[src/ebtc_pkg.sv]
// shared constants, types and helpers of the eight bit timer counter
`default_nettype none
package ebtc_pkg;
    // register byte offsets on the bus
    localparam int ADDR_W = 5;
    localparam logic [4:0] OFF_COUNT = 5'h00;
    localparam logic [4:0] OFF_OPTION = 5'h04;
    localparam logic [4:0] OFF_CAPSENSE = 5'h08;
    localparam logic [4:0] OFF_STATUS = 5'h0c;
    localparam logic [4:0] OFF_MASK = 5'h10;

    // option_control fields
    localparam int BIT_CLK_SRC = 5;
    localparam int BIT_EDGE = 4;
    localparam int BIT_BYPASS = 3;
    localparam int RATE_LSB = 0;
    localparam int RATE_W = 3;
    localparam logic [7:0] OPTION_IMPL = 8'h3f;

    // capsense_control, status and mask fields
    localparam int BIT_EXT_SRC = 0;
    localparam int BIT_OVF = 0;

    // reset values
    localparam logic [7:0] RST_COUNT = 8'h00;
    localparam logic [7:0] RST_OPTION = 8'h3f;
    localparam logic [7:0] RST_CAPSENSE = 8'h00;
    localparam logic [7:0] RST_MASK = 8'h00;

    // timing: one instruction cycle is four clock phases
    localparam int PHASES_PER_INSTR = 4;
    localparam int INHIBIT_INSTR = 2;
    localparam int INHIBIT_CYCLES = INHIBIT_INSTR * PHASES_PER_INSTR;

    // bus responses
    localparam logic [1:0] RESP_OKAY = 2'h0;
    localparam logic [1:0] RESP_SLVERR = 2'h2;

    // instruction phases, gray coded along the cycle
    typedef enum logic [1:0] {
        PH_ONE = 2'h0,
        PH_TWO = 2'h1,
        PH_THREE = 2'h3,
        PH_FOUR = 2'h2
    } ebtc_phase_e;

    // terminal prescale count: rate 0 gives 1:2, rate 7 gives 1:256
    function automatic logic [7:0] ebtc_ratio_mask(input logic [2:0] rate);
        ebtc_ratio_mask = 8'hff >> (3'h7 - rate);
    endfunction
endpackage
`default_nettype wire

[src/ebtc_psc_if.sv]
// signals between the timer core and its prescaler
`timescale 1ns/1ns
`default_nettype none
interface ebtc_psc_if;
    logic srcEvent; // one source event to divide
    logic clear; // restart the division
    logic [2:0] rate; // division rate field
    logic tick; // divided output event
    modport ctrl (output srcEvent, output clear, output rate, input tick);
    modport psc (input srcEvent, input clear, input rate, output tick);
endinterface
`default_nettype wire

[src/ebtc_edge_sync.sv]
// two flop synchronisers with rise and fall detection
`timescale 1ns/1ns
`default_nettype none
module ebtc_edge_sync #(
    parameter int W = 2
) (
    input wire logic clk_sys, // system clock
    input wire logic nrst, // async reset, active low
    input wire logic [W-1:0] din, // asynchronous inputs
    output logic [W-1:0] rise, // one cycle pulse on low to high
    output logic [W-1:0] fall // one cycle pulse on high to low
);
    logic [W-1:0] stage1;
    logic [W-1:0] stage2;
    logic [W-1:0] stage3;

    // synchroniser chain plus history for the edge compare
    always_ff @(posedge clk_sys or negedge nrst) begin
        if (!nrst) begin
            stage1 <= '0;
            stage2 <= '0;
            stage3 <= '0;
        end else begin
            stage1 <= din;
            stage2 <= stage1;
            stage3 <= stage2;
        end
    end

    // edges only look at settled stages
    assign rise = stage2 & ~stage3;
    assign fall = ~stage2 & stage3;
endmodule
`default_nettype wire

[src/ebtc_prescaler.sv]
// programmable power of two prescaler
`timescale 1ns/1ns
`default_nettype none
module ebtc_prescaler
    import ebtc_pkg::*;
(
    input wire logic clk_sys, // system clock
    input wire logic nrst, // async reset, active low
    ebtc_psc_if.psc psc // events in, divided ticks out
);
    logic [7:0] cnt;
    logic [7:0] mask;

    assign mask = ebtc_ratio_mask(psc.rate);

    // hidden division count, cleared by a count write
    always_ff @(posedge clk_sys or negedge nrst) begin
        if (!nrst) begin
            cnt <= 8'h00;
        end else if (psc.clear) begin
            cnt <= 8'h00;
        end else if (psc.srcEvent) begin
            cnt <= (cnt >= mask) ? 8'h00 : cnt + 8'h01;
        end
    end

    // last event of a division period passes on
    assign psc.tick = psc.srcEvent && !psc.clear && (cnt >= mask);
endmodule
`default_nettype wire

[src/ebtc_top.sv]
// eight bit timer counter with prescaler and axi4-lite registers
//
// Behaviour
// - timer mode without prescaler counts once per instruction cycle
// - a count write blocks counting for two following instruction cycles
// - counter mode advances on selected edges of pin or capsense clock
// - clock source 1 and external select 0 count the pin
// - clock source 1 and external select 1 count the capsense clock
// - edge select picks rising or falling transition for both sources
// - clearing bypass puts the private prescaler into the count path
// - eight division ratios from 1:2 to 1:256 by rate field
// - bypass set counts every source event, ratio 1:1
// - prescaler count is hidden and cleared by every count write
// - wrap from ff to 00 sets overflow flag regardless of enable
// - overflow requests interrupt only when its enable bit is set
// - counter mode increments are sampled in phases two and four
// - sleep freezes the count, so no overflow can occur
// - overflow is offered as a gate source for the 16-bit timer
//
// The placing of the registers and the AXI4-Lite slave port were left to the implementer.
`timescale 1ns/1ns
`default_nettype none
module ebtc_top
    import ebtc_pkg::*;
(
    input wire logic clk_sys, // system clock, 50 MHz
    input wire logic nrst, // async reset, active low
    input wire logic [ADDR_W-1:0] s_axi_awaddr, // write address
    input wire logic s_axi_awvalid, // write address valid
    output logic s_axi_awready, // write address ready
    input wire logic [31:0] s_axi_wdata, // write data
    input wire logic [3:0] s_axi_wstrb, // write byte enables
    input wire logic s_axi_wvalid, // write data valid
    output logic s_axi_wready, // write data ready
    output logic [1:0] s_axi_bresp, // write response
    output logic s_axi_bvalid, // write response valid
    input wire logic s_axi_bready, // write response ready
    input wire logic [ADDR_W-1:0] s_axi_araddr, // read address
    input wire logic s_axi_arvalid, // read address valid
    output logic s_axi_arready, // read address ready
    output logic [31:0] s_axi_rdata, // read data
    output logic [1:0] s_axi_rresp, // read response
    output logic s_axi_rvalid, // read data valid
    input wire logic s_axi_rready, // read data ready
    input wire logic extClockPin, // external count pin, async
    input wire logic capsenseOscClock, // capsense oscillator, async
    input wire logic sleepReq, // processor sleeping, same clock
    output logic irq, // level interrupt
    output logic timer1Gate // one cycle overflow pulse for gating
);
    // registers and state
    logic [7:0] timer0Count;
    logic [7:0] optionControl;
    logic [7:0] capsenseControl;
    logic [7:0] irqMask;
    logic overflowFlag;
    logic pending;
    logic [3:0] inhibitCnt;
    ebtc_phase_e phase;
    ebtc_phase_e next_phase;

    // bus holding state
    logic awHeld;
    logic wHeld;
    logic [ADDR_W-1:0] wAddr;
    logic [31:0] wData;
    logic [3:0] wStrb;

    // derived signals
    logic wrFire;
    logic rdFire;
    logic countWr;
    logic statusRd;
    logic [31:0] rdWord;
    logic clkSrc;
    logic edgeSel;
    logic bypass;
    logic extSel;
    logic [1:0] syncRise;
    logic [1:0] syncFall;
    logic edgePulse;
    logic timerEvent;
    logic srcEvent;
    logic presOut;
    logic samplePhase;
    logic incr;
    logic overflow;

    ebtc_psc_if pscBus();

    // offsets that hold a register
    function automatic logic isMapped(input logic [ADDR_W-1:0] addr);
        isMapped = (addr == OFF_COUNT) || (addr == OFF_OPTION) ||
            (addr == OFF_CAPSENSE) || (addr == OFF_STATUS) ||
            (addr == OFF_MASK);
    endfunction

    // ------ axi4-lite write side
    assign s_axi_awready = !awHeld;
    assign s_axi_wready = !wHeld;
    assign wrFire = awHeld && wHeld && !s_axi_bvalid;

    // address and data may arrive in either order
    always_ff @(posedge clk_sys or negedge nrst) begin
        if (!nrst) begin
            awHeld <= 1'b0;
            wAddr <= '0;
        end else if (s_axi_awvalid && !awHeld) begin
            awHeld <= 1'b1;
            wAddr <= s_axi_awaddr;
        end else if (wrFire) begin
            awHeld <= 1'b0;
        end
    end

    // write data holding
    always_ff @(posedge clk_sys or negedge nrst) begin
        if (!nrst) begin
            wHeld <= 1'b0;
            wData <= 32'h00000000;
            wStrb <= 4'h0;
        end else if (s_axi_wvalid && !wHeld) begin
            wHeld <= 1'b1;
            wData <= s_axi_wdata;
            wStrb <= s_axi_wstrb;
        end else if (wrFire) begin
            wHeld <= 1'b0;
        end
    end

    // write response, error for unmapped offsets
    always_ff @(posedge clk_sys or negedge nrst) begin
        if (!nrst) begin
            s_axi_bvalid <= 1'b0;
            s_axi_bresp <= RESP_OKAY;
        end else if (wrFire) begin
            s_axi_bvalid <= 1'b1;
            s_axi_bresp <= isMapped(wAddr) ? RESP_OKAY : RESP_SLVERR;
        end else if (s_axi_bready) begin
            s_axi_bvalid <= 1'b0;
        end
    end

    // ------ axi4-lite read side
    assign s_axi_arready = !s_axi_rvalid;
    assign rdFire = s_axi_arvalid && !s_axi_rvalid;
    assign statusRd = rdFire && (s_axi_araddr == OFF_STATUS);

    // read multiplexer, unused bits read as zero
    always_comb begin
        rdWord = 32'h00000000;
        unique case (s_axi_araddr)
            OFF_COUNT: rdWord[7:0] = timer0Count;
            OFF_OPTION: rdWord[7:0] = optionControl;
            OFF_CAPSENSE: rdWord[7:0] = capsenseControl;
            OFF_STATUS: rdWord[BIT_OVF] = overflowFlag;
            OFF_MASK: rdWord[7:0] = irqMask;
            default: rdWord = 32'h00000000;
        endcase
    end

    // read data register
    always_ff @(posedge clk_sys or negedge nrst) begin
        if (!nrst) begin
            s_axi_rvalid <= 1'b0;
            s_axi_rdata <= 32'h00000000;
            s_axi_rresp <= RESP_OKAY;
        end else if (rdFire) begin
            s_axi_rvalid <= 1'b1;
            s_axi_rdata <= rdWord;
            s_axi_rresp <= isMapped(s_axi_araddr) ? RESP_OKAY : RESP_SLVERR;
        end else if (s_axi_rready) begin
            s_axi_rvalid <= 1'b0;
        end
    end

    // ------ configuration registers
    always_ff @(posedge clk_sys or negedge nrst) begin
        if (!nrst) begin
            optionControl <= RST_OPTION;
            capsenseControl <= RST_CAPSENSE;
            irqMask <= RST_MASK;
        end else if (wrFire && wStrb[0]) begin
            if (wAddr == OFF_OPTION) begin
                optionControl <= wData[7:0] & OPTION_IMPL;
            end
            if (wAddr == OFF_CAPSENSE) begin
                capsenseControl <= wData[7:0] & (8'h01 << BIT_EXT_SRC);
            end
            if (wAddr == OFF_MASK) begin
                irqMask <= wData[7:0] & (8'h01 << BIT_OVF);
            end
        end
    end

    assign clkSrc = optionControl[BIT_CLK_SRC];
    assign edgeSel = optionControl[BIT_EDGE];
    assign bypass = optionControl[BIT_BYPASS];
    assign extSel = capsenseControl[BIT_EXT_SRC];
    assign countWr = wrFire && wStrb[0] && (wAddr == OFF_COUNT);

    // ------ instruction phase sequencer
    always_comb begin
        unique case (phase)
            PH_ONE: next_phase = PH_TWO;
            PH_TWO: next_phase = PH_THREE;
            PH_THREE: next_phase = PH_FOUR;
            PH_FOUR: next_phase = PH_ONE;
        endcase
    end

    always_ff @(posedge clk_sys or negedge nrst) begin
        if (!nrst) begin
            phase <= PH_ONE;
        end else begin
            phase <= next_phase;
        end
    end

    // ------ count sources
    ebtc_edge_sync #(
        .W(2)
    ) u_sync (
        .clk_sys(clk_sys),
        .nrst(nrst),
        .din({capsenseOscClock, extClockPin}),
        .rise(syncRise),
        .fall(syncFall)
    );

    // pick source and edge, frozen in sleep
    assign edgePulse = edgeSel ? syncFall[extSel]
        : syncRise[extSel];
    assign timerEvent = (phase == PH_FOUR);
    assign srcEvent = (clkSrc ? edgePulse : timerEvent) && !sleepReq;

    // ------ prescaler in or out of the path
    assign pscBus.srcEvent = srcEvent && !bypass;
    assign pscBus.clear = countWr;
    assign pscBus.rate = optionControl[RATE_LSB +: RATE_W];

    ebtc_prescaler u_psc (
        .clk_sys(clk_sys),
        .nrst(nrst),
        .psc(pscBus)
    );

    assign presOut = bypass ? srcEvent : pscBus.tick;

    // prescaler output waits for the next sampling phase
    assign samplePhase = (phase == PH_TWO) || (phase == PH_FOUR);

    always_ff @(posedge clk_sys or negedge nrst) begin
        if (!nrst) begin
            pending <= 1'b0;
        end else if (countWr) begin
            pending <= 1'b0;
        end else if (presOut) begin
            pending <= 1'b1;
        end else if (samplePhase) begin
            pending <= 1'b0;
        end
    end

    // ------ write inhibit window
    always_ff @(posedge clk_sys or negedge nrst) begin
        if (!nrst) begin
            inhibitCnt <= 4'h0;
        end else if (countWr) begin
            inhibitCnt <= 4'(INHIBIT_CYCLES);
        end else if (inhibitCnt != 4'h0) begin
            inhibitCnt <= inhibitCnt - 4'h1;
        end
    end

    // ------ the count itself
    assign incr = pending && samplePhase && (inhibitCnt == 4'h0) &&
        !sleepReq;
    assign overflow = incr && (timer0Count == 8'hff) && !countWr;

    always_ff @(posedge clk_sys or negedge nrst) begin
        if (!nrst) begin
            timer0Count <= RST_COUNT;
        end else if (countWr) begin
            timer0Count <= wData[7:0];
        end else if (incr) begin
            timer0Count <= timer0Count + 8'h01;
        end
    end

    // ------ overflow flag, cleared by a status read, set wins
    always_ff @(posedge clk_sys or negedge nrst) begin
        if (!nrst) begin
            overflowFlag <= 1'b0;
        end else if (overflow) begin
            overflowFlag <= 1'b1;
        end else if (statusRd) begin
            overflowFlag <= 1'b0;
        end
    end

    // gate pulse for the wide timer
    always_ff @(posedge clk_sys or negedge nrst) begin
        if (!nrst) begin
            timer1Gate <= 1'b0;
        end else begin
            timer1Gate <= overflow;
        end
    end

    assign irq = overflowFlag && irqMask[BIT_OVF];
endmodule
`default_nettype wire

[config.mk]
export PLATFORM = sky130hd
export DESIGN_NAME = ebtc_top
export DESIGN_NICKNAME = d
export VERILOG_FILES = /design/src/ebtc_pkg.sv /design/src/ebtc_psc_if.sv /design/src/ebtc_edge_sync.sv /design/src/ebtc_prescaler.sv /design/src/ebtc_top.sv
export SDC_FILE = /design/constraint.sdc
export NUM_CORES = 1
export LEC_CHECK = 0
export BUFFER_PORTS_ARGS = -buffer_cell sky130_fd_sc_hd__buf_2
export CAP_MARGIN = 20
export CORE_MARGIN = 3
export CORE_UTILIZATION = 43
export DETAILED_ROUTE_END_ITERATION = 8
export GPL_ROUTABILITY_DRIVEN = 0
export PLACE_DENSITY = 0.74
export SYNTH_ARGS = -nofsm -noshare
export SYNTH_HDL_FRONTEND = slang
export SYNTH_SLANG_ARGS = --single-unit
[constraint.sdc]
create_clock -name clk_sys -period 3.75 [get_ports clk_sys]
set_input_delay 0.375 -clock clk_sys [delete_from_list [all_inputs] [get_ports clk_sys]]
set_output_delay 0.375 -clock clk_sys [all_outputs]
set_load 0.1 [all_outputs]
* After elaboration in Yosys (flattened, before gate mapping)
Index checks and enable logic that the tools add are counted.
** Word-level totals
- Register bits :: 69
- Bits in latches :: 0
- RAM bits :: 0
- Memory bits (read-only) :: 0
- Output and inout bits :: 43
- Memories :: 0
** Cells by class
- Add/subtract/negate cells :: 4
- $mul :: 0
- Divide/modulo/power cells :: 0
- Order comparisons :: 2
- Equality and inequality tests :: 12
- Shifts and indexed selects :: 1
- Mux-type cells :: 31
- Bitwise gates (word level) :: 4
- Reduce and logical (&&, ||, !) cells :: 51
** Operators with widths (count)
- two-way mux 8 bit :: 5
- == test 5 x 4 -> 1 bit (second input constant) :: 4
- two-way mux 1 bit :: 19
- logical AND 1 bit :: 18
- adder 8 x 1 -> 8 bit (second input constant) :: 2
- nonzero test 2 bit :: 8
- one-hot mux 7 bit (2 select lines) :: 1
- == test 5 x 3 -> 1 bit (second input constant) :: 2
- == test 5 bit (second input constant) :: 2
- logical NOT 5 bit :: 2
- logical OR 1 bit :: 9
- == test 8 bit (second input constant) :: 1
- >= comparator 8 bit :: 1
- two-way mux 4 bit :: 2
- one-hot mux 2 bit (4 select lines) :: 1
- right shift 8 x 3 -> 8 bit (first input constant) :: 1
- logical NOT 1 bit :: 7
- AND reduction 2 bit :: 3
- one-hot mux 1 bit (5 select lines) :: 1
- bitwise AND 2 bit :: 2
- == test 2 bit (second input constant) :: 2
- logical NOT 4 bit :: 1
- two-way mux 2 bit :: 2
- inverter 2 bit :: 2
- 7 further kinds :: 7

* Longest topological paths before layout
Gate-level depths: netlist of the first run.
- Depth after elaboration :: 13
- Mapped depth :: 9
- Gate-level depth less buffers :: 7

* Cells and area by module
From an unflattened synthesis of the first run, not the netlist that was laid out.
** Second synthesis, totals
- Cell total of the unflattened synthesis :: 323
- Area total of the unflattened synthesis :: 3515.9 um2
** Modules (own cells, without submodules)
- ebtc_top :: instances 1, cells each 246, area each 2717.6 um2
- ebtc_prescaler :: instances 1, cells each 67, area each 613.1 um2
- ebtc_edge_sync :: instances 1, cells each 10, area each 185.2 um2

* Worst setup path after synthesis of the first run
OpenSTA, ideal clock, no wires.
- Path type :: reg2reg
- From :: register optionControl[2]
- To :: register u_psc.cnt[4]
- Setup time :: 0.104 ns
- Arrival :: 2.186 ns
- Data required time :: 3.646 ns
- Slack :: 1.460 ns
- Stages on the path, launching flop included :: 9
- Buffers on the path :: 2
- Period minus slack after synthesis :: 2.290 ns
- Cell sequence :: dfstp_2 clkbuf_1 o21ai_0 ha_1 and4_1 a211o_1 or2_1 buf_6 o41ai_2
** Between the ends
- Cells in the longest elaborated chain, start to end :: 6
** RTL lines
- from (decl) :: RTL line ebtc_top.sv:53 : logic [7:0] optionControl;
- from (signal assigned) :: RTL line ebtc_top.sv:185 : optionControl <= wData[7:0] & OPTION_IMPL;
- subtractor 3 bit :: RTL line ebtc_pkg.sv:49 : ebtc_ratio_mask = 8'hff >> (3'h7 - rate);
- right shift 8 x 3 -> 8 bit :: RTL line ebtc_pkg.sv:49
- >= comparator 8 bit :: RTL line ebtc_prescaler.sv:23 : cnt <= (cnt >= mask) ? 8'h00 : cnt + 8'h01;
- two-way mux 8 bit :: RTL line ebtc_prescaler.sv:23
- two-way mux 8 bit :: RTL line ebtc_prescaler.sv:22 : end else if (psc.srcEvent) begin
- two-way mux 8 bit :: RTL line ebtc_prescaler.sv:20 : end else if (psc.clear) begin
- to (signal assigned) :: RTL line ebtc_prescaler.sv:23
- to (decl) :: RTL line ebtc_prescaler.sv:11 : logic [7:0] cnt;
Every way passes these cells. The select of a mux whose other input is x is not followed.
A chain may end at the register's enable or synchronous reset.

* Worst setup path in the final report of the first run
- From :: register optionControl[1]
- To :: register u_psc.cnt[4]
Same word-level chain as after synthesis.

==> results of run 1 <==
Yosys cell counts (all sizes together), types with 6 or more instances:
cell	number
dfrtp	61
nor2b	8
o21ai	14
nand3	16
ha	15
clkbuf	6
inv	14
a21oi	16
buf	32
mux2	22
a32oi	6
nand2	17
dfstp	6
nor2	22
worst min-delay path by stage:
stage / from / cells past startpoint / end / slack, ns
2_1_floorplan: nrst / 0 / awHeld / 0.08
3_3_place_gp: u_sync.stage1[0] / 0 / u_sync.stage2[0] / 0.33
3_5_place_dp: u_sync.stage1[1] / 0 / u_sync.stage2[1] / 0.33
4_1_cts: extClockPin / 1 / u_sync.stage1[0] / 0.11
5_1_grt: extClockPin / 1 / u_sync.stage1[0] / 0.11
6_report: nrst / 1 / u_sync.stage2[1] / 0.13
kinds of logic after synthesis:
| logic type | after synthesis |
|---|---|
| buf+inv | 52 |
| xor+xnor | 8 |
| compound gates | 60 |
| fa+ha+maj | 15 |
| mux | 26 |
| other cells | 1 |
| flops | 67 |
| simple gates | 100 |
power breakdown:
part	switching, mW	leakage, nW	internal, mW
combinational	0.796	0.907	0.414
clock	0.282	0.101	0.371
sequential	0.275	0.787	0.980
total	1.35	1.79	1.76
layout by cell type (no fill, tap or decap), types with 8 or more instances in the layout:
master,netlist,layout
buf_2,3,45
nand2_1,17,17
a21oi_1,15,15
dfrtp_1,61,61
nand3_1,14,14
ha_1,15,15
mux2_2,22,22
conb_1,1,26
inv_1,14,14
o21ai_0,8,8
nor2_1,20,20
nor2b_1,8,8
clkbuf_8,0,9
area by class of cell:
| type | instances | area [µm²] | share of cell area (%) |
|---|---|---|---|
| Sequential cell | 67 | 1680 | 41.5 |
| Multi-Input combinational cell | 235 | 1730 | 42.8 |
| Clock buffer | 9 | 124 | 3.05 |
| Timing Repair Buffer | 47 | 240 | 5.92 |
| Inverter | 14 | 52.6 | 1.30 |
| Clock inverter | 7 | 92.6 | 2.28 |
| Tap cell | 102 | 128 | 3.15 |
metal layers:
metal  GRT usage [%]  vias to the layer above  routed length, µm  share of wire, %
met4            4.79                        0                 53              0.77
met2            24.5                       78               3290                48
met3            4.93                        8                419               6.1
li1                -                     1208                  -                 -
met1            19.6                     1227               3100                45
met5               0                        -                  0                 0
worst register-to-register path, stage by stage (launching register included):
cell and delay, ns:
dfstp_2 0.62, a21oi_1 0.10, ha_1 0.30, a21oi_1 0.12
o21ai_1 0.11, a211o_1 0.32, or2_1 0.39, o41ai_2 0.32
state kept, by name, summed over array words and instances (netlist names), 2 cells and up:
name / count
wAddr: 5
optionControl: 6
timer0Count: 8
wData: 8
u_sync.stage1: 2
u_sync.stage2: 2
u_sync.stage3: 2
s_axi_rdata: 8
u_psc.cnt: 8
phase: 2
inhibitCnt: 4
metrics by stage:
| step | hold WS, ns | std cells | util [%] | total power [mW] | area (µm²) |
|---|---|---|---|---|---|
| 2_1_floorplan | 0.0794 | 354 | - | 2.26 | 3730 |
| 3_3_place_gp | 0.333 | 465 | 48.2 | 2.42 | 3840 |
| 3_5_place_dp | 0.335 | 465 | 48.2 | 2.48 | 3840 |
| 4_1_cts | 0.112 | 481 | 50.9 | 3.14 | 4060 |
| 5_1_grt | 0.112 | 481 | 50.9 | 3.31 | 4060 |
| 6_report | 0.129 | 481 | 50.9 | 3.12 | 4060 |
==> impl_metrics.yaml, run 1 <==
synth:
  synth_compound_area_share_pct: 12.4
  synthMuxAreaShare_pct: 8.26
  synth-simple-area-share_pct: 17.2
  synth_ff_type: "dfrtp_1"
  ys_seq_area_share_pct: 46.3
  yosysUniqueCellTypes: 59
  synth-async-reset-ratio_pct: 100
  synth_area_leaders: "dfrtp_1, mux2_2, buf_4"
  synth_top_cell_by_area: "dfrtp_1"
  synth-seq-cells: 67
  ys.warnings.count: 0
  avgSynthCellArea_um2: 11.1
  syn-cell-area_mm2: 0.00364
  synthXorXnorAreaFrac_pct: 1.93
  synth_edf_count: 0
  synthCells: 329
  synth_top_family_by_area: "simple AND/OR/NAND/NOR gates"
  synthAdderAreaFrac_pct: 5.16
  synth_top_area_share_pct: 42.0
cts:
  postCtsHoldBufs: 0
  cts_resized: 0
  cts_buffers: 9
  worstSkewPairLatency_ns: 0.34
  cts_setup_buffers: 0
  clk_pin_slew_ns: 0.07
  cts_root_buf: "clkbuf_8"
  clk_path_buf_depth: 2
  cts.sinks: 67
  tritoncts: "built"
  h-tree-depth: 3
setup_path:
  path_max_fanout: 8
  path_delay_family: "compound AO/OA/AOI/OAI gates"
  startpoint: "optionControl[1]"
  r2r_end: "u_psc.cnt[4]"
  cp_cell_sequence: "a21oi_1, ha_1, a21oi_1, o21ai_1, a211o_1, or2_1, o41ai_2"
  r2r_slack_ns: 1.38
  cp.depth: 7
  cp_slowest_stage_delay_ns: 0.62
  crit-reg2reg-launch: "optionControl[1]"
  path_class: "reg2reg"
  cp.required_ns: 4.00
  cp.arrival_ns: 2.61
  rr_worst_depth: 7
  crit_path_end: "u_psc.cnt[4]"
  critPathLaunchType: "flop"
  critPathBufInv: 0
  crit_top_cell: "a21oi_1"
  cp-end-kind: "flop"
  critPathSlowestCell: "dfstp_2"
power:
  power_density_mw_per_mm2: 769
  power.static_leakage_nw: 1.79
  vdd_drop_max_mv: 0.864
drt:
  ant_nets: 0
  num_vias: 2521
  drt_iter0_markers: 133
  first_pass_iters: 4
  vias_per_cell: 5.24
  drc: 0
  post_drt_wl_per_cell_um: 14.3
  drt-total-wl_um: 6860
timing:
  finalCritPeriodShare_pct: 63.2
  fmax_mhz: 422
  skew_ns: 0.00614
  setup_violations: 0
  hold_viol_final: 0
  final.min_clock_period_ns: 2.37
  maxSlewViolCount: 0
  worst_pin_slew_ns: 0.979
  relSlewSlack_pct: 34.6
  rsz0062_at_grt: "false"
  setup_tns_ns: 0
  setup_ws_ns: 1.38
die:
  core_area_mm2: 0.00797
  num_rows: 32
  initial_core_util_pct: 45.6
  die_h_um: 98.0
  boundaryPins: 99
  chipWidth_um: 98.0
  dieArea_mm2: 0.00960
outcome:
  outcome: "finished clean"
placed_design:
  dp_slack_ns: 1.40
  place.port_buffers: 45
  hpwl_um: 5000
global_route:
  grtUsageTotal_pct: 15.2
  antenna_found_initial: 0
  overflow: 0
  grt_max_degree: 38
  grt_pass1_vias: 2519
  grt_pass1_wl_um: 11900
final_layout:
  fill_cells: 728
  nets: 445
  layout-drive-gt1-share_pct: 30.6
  area.growth.synth_to_final_pct: 11.5
  diodes: 0
flow_run:
  cap_violations: 0
hold_path:
  hp-class: "in2async"
Note: power is estimated with default switching activity, not from simulation.
==> run 2: changes to the inputs <==
ABC_AREA = 1   (was default)
PLACE_DENSITY = 0.76   (was 0.74)
clock period = 1.9 ns   (was 3.75 ns; I/O delays follow)
==> run 2 against run 1 <==
Utilization up 2.9 points; total power up 110%; hold slack got worse by 0.11 ns; worst setup slack lost 1.3 ns; sequential share of layout area decreased by 2.1 points; die area up 0.33%; global-route usage rose by 1.3 points; routed wire length up 14%; cell area is 5.6% higher.
==> impl_metrics.yaml, run 2 <==
cts:
  worstSkewPairLatency_ns: 0.35
  clk_path_buf_depth: 2
  cts.sinks: 67
  cts_buffers: 9
  tritoncts: "built"
  cts_root_buf: "clkbuf_8"
  h-tree-depth: 3
  clk_pin_slew_ns: 0.08
drt:
  post_drt_wl_per_cell_um: 13.3
  drt_iter0_markers: 150
  ant_nets: 0
  num_vias: 2931
  vias_per_cell: 4.96
  drt-total-wl_um: 7830
  first_pass_iters: 4
  drc: 0
hold_path:
  hp-class: "in2reg"
  worstHoldStart: "s_axi_rready"
  hold_depth: 2
  hold_path_end: "s_axi_rvalid"
timing:
  final.min_clock_period_ns: 1.83
  setup_tns_ns: 0
  fmax_mhz: 548
  finalCritPeriodShare_pct: 96.1
  maxSlewViolCount: 0
  worst_pin_slew_ns: 0.608
  hold_viol_final: 0
  rsz0062_at_grt: "true"
  setup_violations: 0
  skew_ns: 0.0115
  relSlewSlack_pct: 59.2
synth:
  yosysUniqueCellTypes: 35
  yosysMostFrequentCell: "nand2_1"
  synth-async-reset-ratio_pct: 100
  syn-cell-area_mm2: 0.00365
  avgSynthCellArea_um2: 8.60
  synth_top_cell_by_area: "dfrtp_1"
  synth_edf_count: 0
  ys_seq_area_share_pct: 46.2
  synth_top_area_share_pct: 41.8
  synth-seq-cells: 67
  ys.warnings.count: 0
  synth_ff_type: "dfrtp_1"
  synth_common_cells: "nand2_1, dfrtp_1, inv_1"
  synth_area_leaders: "dfrtp_1, nand2_1, buf_4"
  synthCells: 424
setup_path:
  crit_top_cell: "nand2_1"
  path_max_fanout: 8
  path_class: "reg2reg"
  cp_cell_sequence: "o21ai_0, ha_1, nand2_1, a21oi_2, nor2_4, buf_6, nand3_2, nor2_1, nand2_1, nand2_1"
  cp-end-kind: "flop"
  crit-reg2reg-launch: "optionControl[2]"
  r2r_end: "u_psc.cnt[1]"
  critPathBufInv: 1
  path_delay_family: "flip-flops"
  cp.required_ns: 2.18
  cp_slowest_stage_delay_ns: 0.62
  r2r_slack_ns: 0.07
  rr_worst_depth: 10
  critPathSlowestCell: "dfstp_2"
  cp.arrival_ns: 2.10
  critPathLaunchType: "flop"
die:
  die_h_um: 98.1
  dieArea_mm2: 0.00963
  num_rows: 32
  chipWidth_um: 98.1
  core_area_mm2: 0.00797
  initial_core_util_pct: 45.8
  boundaryPins: 99
global_route:
  antenna_found_initial: 0
  grt_pass1_vias: 2834
  grt_pass1_wl_um: 12800
  grtUsageTotal_pct: 16.5
  overflow: 0
  grt_max_degree: 68
final_layout:
  final_cell_mix: "nand2_1, dfrtp_1, buf_2"
  nets: 555
  final_common_cell: "nand2_1"
  layout-drive-gt1-share_pct: 24.7
  layoutNonFillerInstCount: 591
  fill_cells: 718
  area.growth.synth_to_final_pct: 17.4
  diodes: 0
placed_design:
  place.port_buffers: 45
  hpwl_um: 5400
  placedCellCount: 569
power:
  power.static_leakage_nw: 2.14
  vdd_drop_max_mv: 1.49
  power_density_mw_per_mm2: 1560
flow_run:
  cap_violations: 0
outcome:
  outcome: "finished clean"
-- run 2: cell types whose count changed in the layout (fill, tap and decap cells not counted), sizes merged, moves of 10 or more --
| cell | before | now |
|---|---|---|
| nand3 | 16 | 39 |
| mux2 | 22 | 11 |
| nor2 | 22 | 32 |
| inv | 14 | 44 |
| nand2 | 17 | 107 |
| nor3 | 5 | 15 |
-- run 2: what timing repair did --
action	4_1_cts	5_1_grt
endpoints found under the setup margin	0	8
resized for setup	0	18
setup buffers	0	3
endpoints found under the hold margin	63	0
hold buffers	3	0
-- run 2: through the flow --
stage          setup slack, ns  total power, mW  utilization (%)  area, µm²  hold WS, ns
6_report                0.0749             6.69             53.8       4280       0.0162
5_1_grt                -0.0369             7.14             53.8       4280       0.0237
4_1_cts                 0.0341             6.47             52.5       4180      0.00564
3_5_place_dp            0.0562             5.08             49.2       3920        0.242
3_3_place_gp             0.102             4.97             49.2       3920        0.239
2_1_floorplan          0.00129             4.50                -       3750       -0.106
-- run 2: worst max path at each step --
stage                           startpoint      endpoint  slack, ns  cells after the start
after floorplan           optionControl[1]  u_psc.cnt[4]      0.001                      9
after CTS                 optionControl[2]  u_psc.cnt[4]       0.03                      8
after global placement    optionControl[2]  u_psc.cnt[2]       0.10                      8
final                     optionControl[2]  u_psc.cnt[1]       0.07                     10
after global routing      optionControl[1]  u_psc.cnt[1]      -0.04                     12
after detailed placement  optionControl[2]  u_psc.cnt[4]       0.06                      8
-- run 2: report_power, final --
part           internal [mW]  leakage, nW  total (mW)  switching (mW)
clock                  0.815        0.112        1.37           0.554
sequential              1.95        0.805        2.45           0.503
combinational          0.915         1.22        2.87            1.95
-- run 2: area by class of cell --
class / instances / area [µm²] / share of cell area, %
inverters: 45 / 173 / 4.03
repair buffers: 57 / 343 / 8.00
well taps: 102 / 128 / 2.98
multi-input cells: 304 / 1720 / 40.1
flip-flops and latches: 67 / 1690 / 39.4
clock inverters: 5 / 83.8 / 1.96
clock buffers: 11 / 151 / 3.53
-- run 2: worst register-to-register path: cells and delay by family, from the launching register on --
kind            cells  cell delay (ns)
fa+ha+maj           1             0.30
compound gates      2             0.18
simple gates        6             0.54
buf+inv             1             0.13
flops               1             0.62
-- run 2: logic make-up (layout without fill, tap and decap cells) --
group	Yosys count	in the layout	synth area share, %
AO/OA/AOI/OAI	39	39	5.56
XOR/XNOR	11	11	2.64
adder cells (fa/ha/maj)	15	15	5.14
buffers and inverters	78	118	11.3
flip-flops	67	67	46.2
multiplexers	11	11	3.40
other	1	26	0.103
AND/OR/NAND/NOR	202	202	25.7
-- run 2: metal layers --
metal  wire, µm  track usage, %  vias up
li1           -               -     1432
met1       3260            21.0     1393
met2       3990            27.1       97
met3        482            3.79        9
met4        100            6.71        0
met5          0               0        -
